### src/mrs_pkg.sv
package mrs_pkg;

   // Oscillator rate and machine-cycle length.
   localparam int unsigned CLK_HZ         = 10_000_000;
   localparam int unsigned MC_OSC_PERIODS = 12;
   localparam logic [3:0]  MC_LAST        = 4'(MC_OSC_PERIODS - 1);

   // Reset pin detection: samples high on this many edges start a reset.
   localparam logic [1:0]  RST_DET_EDGES  = 2'h2;
   // Delay from valid reset to ports reset, and from release to strobes driven.
   localparam logic [1:0]  PORT_DLY       = 2'h2;
   localparam logic [1:0]  STROBE_DLY     = 2'h2;

   // Least external reset pulse, in oscillator periods (far side obligation).
   localparam int unsigned RST_MIN_PERIODS = 4;

   // Reset values.
   localparam logic [7:0]  PORT_RST       = 8'hFF;
   localparam logic [7:0]  POWER_CONTROL_REGISTER_RST       = 8'h00;
   localparam logic [15:0] PC_RST         = 16'h0000;

   // Power control register field positions.
   localparam int unsigned POWER_CONTROL_REGISTER_IDLE_BIT  = 0;
   localparam int unsigned POWER_CONTROL_REGISTER_PD_BIT    = 1;
   // Bits that exist; the power-off flag position is not among them.
   localparam logic [7:0]  POWER_CONTROL_REGISTER_IMPL_MASK = 8'h03;

   // Sequencer states.
   typedef enum logic [2:0] {
      SEQ_RUN      = 3'b000,
      SEQ_RESET    = 3'b001,
      SEQ_WAIT     = 3'b010,
      SEQ_DUMMY1   = 3'b011,
      SEQ_DUMMY2   = 3'b100
   } mrs_state_t;

   // Strobes and fetch qualifiers that go out together.
   typedef struct packed {
      logic addr_latch;
      logic program_fetch_strobe_n;
      logic fetch_discard;
      logic exec_enable;
   } mrs_bus_t;

endpackage

### src/mrs_reset_sequencer.sv
// How it works
// - Whole chip resets synchronously after reset seen high on 2 edges.
// - Port pins take reset state 2 periods after a valid high reset.
// - During reset fetch strobe high, latch strobe low, ports weakly high.
// - Every special function register loads its reset value on reset.
// - Internal data memory keeps its contents through reset.
// - Reset takes the device out of idle or power-down.
// - Strobes start being driven 2 periods after the chip reset falls.
// - First access after release is made but its data discarded.
// - Access repeats next machine cycle; real execution starts there.
// - One machine cycle is 12 oscillator periods.
// - Power control register holds no power-off flag.
// - Reset out of idle keeps RAM, clears registers, starts at 0.
// - Setting power control bit 0 enters idle; reset or interrupt clears it.
module mrs_reset_sequencer (
   // Clock and power-on reset.
   input  wire logic                i_clk,
   input  wire logic                i_rst_n,
   // External reset pin, asynchronous, active high.
   input  wire logic                i_reset_pin,
   // Core side: power control writes and idle wakeup.
   input  wire logic                i_power_control_register_we,
   input  wire logic [7:0]          i_power_control_register_wdata,
   input  wire logic                i_irq_wake,
   // Port pin drive for one port, from the core.
   input  wire logic [7:0]          i_port_out,
   // Chip-wide synchronous reset and power state.
   output logic                     o_chip_reset,
   output logic [7:0]               o_power_control_register,
   output logic                     o_idle,
   output logic                     o_power_down,
   output logic [15:0]              o_pc_start,
   // Port pins: output, enable (low drives), weak pull-up request.
   output logic [7:0]               o_port_out,
   output logic [7:0]               o_port_oe_n,
   output logic                     o_port_weak_pullup,
   // Memory strobes and fetch qualifiers.
   output mrs_pkg::mrs_bus_t        o_bus,
   output logic                     o_strobe_oe_n
);

   // Reset pin synchroniser; only stages two and three are compared.
   // The pin is an asynchronous level from a board-level source, so the
   // first stage may go metastable; nothing reads it but the second stage.
   // Requiring stages two and three to agree also rejects a one-cycle glitch,
   // at the cost of one more period of latency before a reset is seen.
   // The filtered level keeps its old value while the two stages differ.
   logic [2:0] sync_q, sync_d;
   logic       pin_q, pin_d;

   always_comb begin
      sync_d = {sync_q[1:0], i_reset_pin};
      pin_d  = pin_q;
      if (sync_q[2] == sync_q[1]) begin
         pin_d = sync_q[2];
      end
   end

   always_ff @(posedge i_clk) begin
      if (!i_rst_n) begin
         sync_q <= 3'h0;
         pin_q  <= 1'b0;
      end else begin
         sync_q <= sync_d;
         pin_q  <= pin_d;
      end
   end

   // Sequencer: high-edge count, release delay, machine-cycle counter.
   mrs_pkg::mrs_state_t state_q, state_d;
   logic [1:0] hi_cnt_q, hi_cnt_d;
   logic [1:0] dly_q, dly_d;
   logic [1:0] port_dly_q, port_dly_d;
   logic [3:0] phase_q, phase_d;
   logic       ports_rst_q, ports_rst_d;
   logic       det;

   // A high level counts once it has been sampled on two rising edges.
   // The counter saturates, so a pin held high for a long time produces a
   // single detection pulse and the sequencer is not restarted every cycle.
   // From the pin edge to the reset state the total is three synchroniser
   // stages, the filter flop, plus the two qualifying samples.
   assign det = pin_q && (hi_cnt_q == mrs_pkg::RST_DET_EDGES - 2'h1);

   always_comb begin
      state_d     = state_q;
      hi_cnt_d    = pin_q ? hi_cnt_q : 2'h0;
      dly_d       = dly_q;
      port_dly_d  = port_dly_q;
      ports_rst_d = ports_rst_q;
      // The phase counter runs freely; the release path forces it to zero so
      // that the first discarded cycle starts on a machine-cycle boundary.
      // A free-running counter keeps the strobe rhythm steady in normal run.
      phase_d     = (phase_q == mrs_pkg::MC_LAST) ? 4'h0 : phase_q + 4'h1;
      if (pin_q && hi_cnt_q != mrs_pkg::RST_DET_EDGES) begin
         hi_cnt_d = hi_cnt_q + 2'h1;
      end
      // Port reset lags detection by a fixed count of periods.
      if (state_q == mrs_pkg::SEQ_RESET && !ports_rst_q) begin
         if (port_dly_q == mrs_pkg::PORT_DLY - 2'h1) begin
            ports_rst_d = 1'b1;
         end else begin
            port_dly_d = port_dly_q + 2'h1;
         end
      end
      // Release path: reset, a short wait, one discarded machine cycle, one
      // repeated access, then normal run. The pin must be low in the filtered
      // view before anything leaves the reset state.
      case (state_q)
         mrs_pkg::SEQ_RESET: begin
            dly_d = 2'h0;
            if (!pin_q) begin
               // Pin low again: the ports go back to the core's drive.
               state_d     = mrs_pkg::SEQ_WAIT;
               ports_rst_d = 1'b0;
            end
         end
         // Strobes stay parked for a fixed count of periods after release.
         mrs_pkg::SEQ_WAIT: begin
            dly_d = dly_q + 2'h1;
            if (dly_q == mrs_pkg::STROBE_DLY - 2'h1) begin
               state_d = mrs_pkg::SEQ_DUMMY1;
               phase_d = 4'h0;
            end
         end
         // The first machine cycle fetches, but the core drops the data.
         mrs_pkg::SEQ_DUMMY1: begin
            if (phase_q == mrs_pkg::MC_LAST) begin
               state_d = mrs_pkg::SEQ_DUMMY2;
            end
         end
         mrs_pkg::SEQ_DUMMY2: begin
            state_d = mrs_pkg::SEQ_RUN;
         end
         default: begin
            state_d = mrs_pkg::SEQ_RUN;
         end
      endcase
      // Detection wins over every other state, including low-power ones.
      // Placing it last means no earlier assignment in this process can
      // mask a reset, whatever the sequencer was doing at the time.
      if (det) begin
         state_d     = mrs_pkg::SEQ_RESET;
         ports_rst_d = 1'b0;
         port_dly_d  = 2'h0;
      end
   end

   always_ff @(posedge i_clk) begin
      if (!i_rst_n) begin
         state_q     <= mrs_pkg::SEQ_RESET;
         hi_cnt_q    <= 2'h0;
         dly_q       <= 2'h0;
         port_dly_q  <= 2'h0;
         phase_q     <= 4'h0;
         ports_rst_q <= 1'b1;
      end else begin
         state_q     <= state_d;
         hi_cnt_q    <= hi_cnt_d;
         dly_q       <= dly_d;
         port_dly_q  <= port_dly_d;
         phase_q     <= phase_d;
         ports_rst_q <= ports_rst_d;
      end
   end

   // Decoded reset state, shared by the register clear and the chip reset.
   // It is a plain decode of a flip-flop, so it carries no glitch hazard.
   logic in_reset;
   assign in_reset = (state_q == mrs_pkg::SEQ_RESET);

   // Power control register. Only idle and power-down bits exist, so a write
   // of the power-off flag position reads back zero.
   // A write that sets the idle bit in the same cycle as a wakeup leaves idle
   // clear: the wakeup is the later event from the core's point of view.
   // Reset overrides both, so the device never stays in a low-power mode.
   logic [7:0] power_control_register_q, power_control_register_d;

   always_comb begin
      power_control_register_d = power_control_register_q;
      if (i_power_control_register_we) begin
         power_control_register_d = i_power_control_register_wdata & mrs_pkg::POWER_CONTROL_REGISTER_IMPL_MASK;
      end
      if (i_irq_wake) begin
         power_control_register_d[mrs_pkg::POWER_CONTROL_REGISTER_IDLE_BIT] = 1'b0;
      end
      if (in_reset) begin
         power_control_register_d = mrs_pkg::POWER_CONTROL_REGISTER_RST;
      end
   end

   always_ff @(posedge i_clk) begin
      if (!i_rst_n) begin
         power_control_register_q <= mrs_pkg::POWER_CONTROL_REGISTER_RST;
      end else begin
         power_control_register_q <= power_control_register_d;
      end
   end

   // Outputs from flip-flops. The chip reset is a level that the core's SFRs
   // use as their synchronous reset; internal RAM is deliberately not wired
   // to it so that its contents survive.
   mrs_pkg::mrs_bus_t bus_q, bus_d;
   logic [7:0]        port_q, port_d;
   logic              chip_rst_q, chip_rst_d;
   logic              drive_q, drive_d;
   logic              phase_al;
   logic              phase_fetch_n;

   // Strobe rhythm within one machine cycle: the latch strobe pulses at the
   // start of each half cycle and the fetch strobe is low for three periods
   // in each half, so two fetches fall in every machine cycle.
   always_comb begin
      phase_al      = (phase_q == 4'h0) || (phase_q == 4'h6);
      phase_fetch_n = !((phase_q >= 4'h2 && phase_q <= 4'h4) ||
                        (phase_q >= 4'h8 && phase_q <= 4'hA));
   end

   // Chip reset follows the reset state one period late, as a clean level.
   // The strobe pins are driven from the first discarded cycle onward and
   // released before it, so the pads never fight an external driver.
   always_comb begin
      chip_rst_d = in_reset;
      drive_d    = (state_q == mrs_pkg::SEQ_DUMMY1) ||
                   (state_q == mrs_pkg::SEQ_DUMMY2) ||
                   (state_q == mrs_pkg::SEQ_RUN);
   end

   // Bus and port next values. The port value follows the next reset flag,
   // not the current one, so the port data and its enable change on the
   // same edge and the pins never show a stale core value while released.
   always_comb begin
      bus_d.addr_latch             = 1'b0;
      bus_d.program_fetch_strobe_n = 1'b1;
      bus_d.fetch_discard          = 1'b0;
      bus_d.exec_enable            = 1'b0;
      port_d                       = i_port_out;
      if (ports_rst_d) begin
         port_d = mrs_pkg::PORT_RST;
      end
      case (state_q)
         mrs_pkg::SEQ_DUMMY1: begin
            // Six-period strobe rhythm, returned data thrown away.
            bus_d.addr_latch             = phase_al;
            bus_d.program_fetch_strobe_n = phase_fetch_n;
            bus_d.fetch_discard          = 1'b1;
         end
         // The repeated access is real: execution is enabled from here on.
         mrs_pkg::SEQ_DUMMY2, mrs_pkg::SEQ_RUN: begin
            bus_d.addr_latch             = phase_al;
            bus_d.program_fetch_strobe_n = phase_fetch_n;
            bus_d.exec_enable            = 1'b1;
         end
         default: begin
            // Reset and release delay keep strobes parked.
            bus_d.addr_latch             = 1'b0;
            bus_d.program_fetch_strobe_n = 1'b1;
         end
      endcase
   end

   always_ff @(posedge i_clk) begin
      if (!i_rst_n) begin
         bus_q      <= '{addr_latch: 1'b0, program_fetch_strobe_n: 1'b1,
                         fetch_discard: 1'b0, exec_enable: 1'b0};
         port_q     <= mrs_pkg::PORT_RST;
         chip_rst_q <= 1'b1;
         drive_q    <= 1'b0;
      end else begin
         bus_q      <= bus_d;
         port_q     <= port_d;
         chip_rst_q <= chip_rst_d;
         drive_q    <= drive_d;
      end
   end

   // Port pins float to the weak pull-up while in reset, else drive.
   // All eight pins share one enable; per-pin direction belongs to the port
   // logic of the core and is outside this block.
   assign o_port_out               = port_q;
   assign o_port_oe_n              = ports_rst_q ? 8'hFF : 8'h00;
   assign o_port_weak_pullup       = ports_rst_q;
   assign o_bus                    = bus_q;
   assign o_strobe_oe_n            = !drive_q;
   assign o_chip_reset             = chip_rst_q;
   assign o_power_control_register = power_control_register_q;
   assign o_idle                   = power_control_register_q[mrs_pkg::POWER_CONTROL_REGISTER_IDLE_BIT];
   assign o_power_down             = power_control_register_q[mrs_pkg::POWER_CONTROL_REGISTER_PD_BIT];
   // Execution always restarts from the bottom of program memory.
   assign o_pc_start               = mrs_pkg::PC_RST;

endmodule // mrs_reset_sequencer

### config.mk
export PLATFORM = sky130hd
export DESIGN_NAME = mrs_reset_sequencer
export DESIGN_NICKNAME = d
export VERILOG_FILES = /design/src/mrs_pkg.sv /design/src/mrs_reset_sequencer.sv
export SDC_FILE = /design/constraint.sdc
export NUM_CORES = 1
export LEC_CHECK = 0
export BUFFER_PORTS_ARGS = -buffer_cell sky130_fd_sc_hd__buf_2
export CAP_MARGIN = 0
export CORE_ASPECT_RATIO = 1.75
export CORE_UTILIZATION = 45
export DETAILED_ROUTE_END_ITERATION = 12
export PLACE_DENSITY = 0.76
export RECOVER_POWER = 25
export SETUP_SLACK_MARGIN = 0.2
export SLEW_MARGIN = 15
export SYNTH_ARGS = -nofsm -noshare
export SYNTH_HDL_FRONTEND = slang
export SYNTH_SLANG_ARGS = --single-unit
export TNS_END_PERCENT = 5
### constraint.sdc
create_clock -name i_clk -period 1.5 [get_ports i_clk]
set_clock_uncertainty 0.05 [all_clocks]
set_input_delay 0.3 -clock i_clk [delete_from_list [all_inputs] [get_ports i_clk]]
set_output_delay 0.3 -clock i_clk [all_outputs]
set_load 0.05 [all_outputs]
==> impl_results.md <==
- Status: finished, final reports clean
- Port bufs: 41
- Critical path, cell by cell: or3b_4, mux2i_4, o21ai_0
- Vias in the first global route: 1073
- Worst R2R Path Depth: 3
- Async SR Flop Fraction: 0
- Syn Std Cell Area: roughly 0.0016 mm²
- FP Rows: 28
- Worst-Skew Late Latency: 0.28 ns
- H-tree level count: 2
- Tmin final: 1.33 ns
- Drt wl/cell: between 10 and 15 µm
- CTS buffer count: 5
- CP peak stage delay: ~0.46 ns
- TritonCTS clock tree: yes
- Worst slew margin: 0.644
- Ys flop type: dfxtp_1
- Startpoint class of the critical path: flop
- WL final: ~2.9 mm
- Nets: around 240
- Starting Density: 0.476
- Hold Startpoint: i_irq_wake
- Vias: 1236
- Worst setup path start: state_q[1]
- Final setup violation count: 0
- Worst Hold Depth: 2
- EDFF count, synth: 0
- Worst R2R Setup Slack: between 0.15 and 0.2 ns
- Syn_area_per_cell: between 9 and 10 µm²
- CORE AREA: ~0.0034 mm²
- Via/cell ratio: ~4.7
- GPL Wtd Cong: a little over 0.7
- P_leak: approximately 0.00088 µW
- Worst path required time: approximately 1.6 ns
- Yosys warns: 0
- CTS max path bufs: 2
- GR Util All Layers: 0.162
- Initial DRT Pass Iterations: 3
- Grt total ovfl: 0
- RSZ-0062 raised after global routing: yes
- Antenna-violating nets left: 0
- Synthesis-stage register bit count: 34
- Detailed-route DRC error count: 0
- Pins Over Slew Limit: 0
- Tightest Hold Check Type: in -> reg
- Area of the die: between 0.003 and 0.004 mm²
- Largest net degree at the start of global routing: 17
- R2R Path End: o_port_out[0]
- Tcrit/Tclk final: 0.887
- Peak supply drop: around 690 µV
- Sequential fraction of the synthesis area: 0.421
- Core Util, Final: 0.563
- First-pass GRT wire length: between 4 and 5 mm
- Worst-Margin Slew: 0.534 ns
- 1st-iter DRT viols: 8
- WP buf/inv: 0
- Post-DP HPWL: just over 2 mm
- Max_cap viols: 0
- Worst r2r src: state_q[1]
- IO Pins: 70
- Arrival time at the worst endpoint: between 1 and 1.5 ns
- Critical path's top delay family: simple AND/OR/NAND/NOR gates
- Power Density: between 1000 and 1500 mW/mm²
- Diodes inserted: 0
- Antenna violations before repair: 0
- CP Class: reg -> reg
- Hold EP: o_power_control_register[0]
- Area growth, synth to finish: 18.3%
- Post-synthesis cell type count: 34
- Fmax: approximately 750 MHz
- Root buffer cell: clkbuf_8
- Critical path's slowest cell: or3b_4
- Clock transition at the registers of the reported paths: around 0.06 ns
- Crit path max fanout: 5
- Die X: approximately 47 µm
- Clk sink count: 34
- Setup_tns: 0 ns
- Syn Inst Count: roughly 170
- Crit. End Element: flop
- Final count of hold timing violations: 0
- Share of layout cells above drive strength 1: 0.287
- Total Power: about 2300 µW
- Die H: slightly above 80 µm
-- cell type report --
type / instances / area (µm²)
Multi-Input combinational cell: 118 / 763
Tap cell: 45 / 56.3
Timing Repair Buffer: 49 / 287
Sequential cell: 34 / 688
Fill cell: 343 / 1490
Clock buffer: 7 / 86.3
Inverter: 7 / 26.3
Clock inverter: 1 / 5.00
-- worst max path at each step --
stage | slack (ns) | to | depth (start not counted)
2_1_floorplan | 0.19 | port_dly_q[0] | 4
3_3_place_gp | 0.15 | o_port_weak_pullup | 3
3_5_place_dp | 0.13 | o_port_out[1] | 3
4_1_cts | 0.14 | port_dly_q[0] | 3
5_1_grt | 0.12 | o_bus[3] | 4
6_report | 0.17 | o_port_out[0] | 3
-- synth_stat cells (4+ instances only) --
cell	count	area [µm²]
nor2_1	12	45.0
dfxtp_1	34	681
ha_1	7	87.6
o21ai_0	11	55.1
nand3_1	4	20.0
nor2b_1	10	62.6
nand2_1	8	30.0
mux2i_1	4	40.0
buf_4	32	240
inv_1	7	26.3
and2_1	5	31.3
-- cell families (layout without fill, tap and decap cells) --
| kind of cell | after synthesis | after routing | synth area share |
|---|---|---|---|
| AND/OR/NAND/NOR | 55 | 55 | 0.194 |
| flip-flops | 34 | 34 | 0.421 |
| buffers and inverters | 44 | 64 | 0.182 |
| AO/OA/AOI/OAI | 25 | 26 | 0.0967 |
| adder cells (fa/ha/maj) | 7 | 7 | 0.0542 |
| other | 1 | 22 | 0.00232 |
| XOR/XNOR | 2 | 2 | 0.0108 |
| multiplexers | 5 | 6 | 0.0387 |
-- sequential cells by signal (all words and copies together) (netlist names) --
register	cells
state_q	3
port_dly_q	2
o_port_out	8
hi_cnt_q	2
phase_q	4
pin_q	1
sync_q	3
drive_q	1
o_power_control_register	2
o_chip_reset	1
o_bus	4
dly_q	2
o_port_weak_pullup	1
-- metal layers --
| metal | share of wire | wire length (µm) | vias to the layer above | GRT usage |
|---|---|---|---|---|
| li1 | - | - | 612 | - |
| met1 | 0.34 | 995 | 563 | 0.136 |
| met2 | 0.57 | 1660 | 51 | 0.296 |
| met3 | 0.055 | 162 | 10 | 0.0422 |
| met4 | 0.039 | 113 | 0 | 0.120 |
| met5 | 0 | 0 | - | 0 |
-- metrics by stage --
stage	setup WS (ns)	hold slack, ns	cells	instance area, µm²
after floorplan	0.185	0.329	194	1700
after global placement	0.153	0.365	250	1740
after detailed placement	0.134	0.375	250	1740
after CTS	0.144	0.131	259	1890
after global routing	0.119	0.131	261	1910
final	0.169	0.135	261	1910
-- report_power, final --
group	internal [µW]	switching, µW	leakage, µW
Clock	370	300	0.0000482
Sequential	960	41.2	0.000281
Combinational	169	457	0.000550
Total	1500	799	0.000880
-- layout by cell type, fill, tap and decap left out, types with 2 or more instances in the layout --
cell      netlist  layout
inv_1           7       7
buf_4          32      13
nor2_1         12      11
mux2i_4         1       2
and3_1          2       2
buf_6           1       2
nand2_1         8       8
a21o_1          2       3
xor2_1          2       2
ha_1            7       7
o21ai_1         0       4
conb_1          1      22
buf_2           1      31
nor3b_1         3       2
a21boi_0        3       3
nor3_1          3       3
nand3_1         4       4
and2_1          5       4
o21ai_0        11       7
nor2b_1        10      10
nand4b_1        2       2
a21oi_1         3       3
clkbuf_8        0       6
clkbuf_1        3       4
dfxtp_2         0       3
dfxtp_1        34      30
mux2i_1         4       4
and3b_1         3       3
-- what timing repair did --
item                                    in CTS  in global routing
endpoints found under the setup margin      21                 22
hold buffers                                 0                  0
gates resized for setup                     14                 11
pin swaps                                    0                  1
buffers inserted                             0                  1
cloned                                       1                  1
No activity file was read; power rests on OpenSTA's default activity.
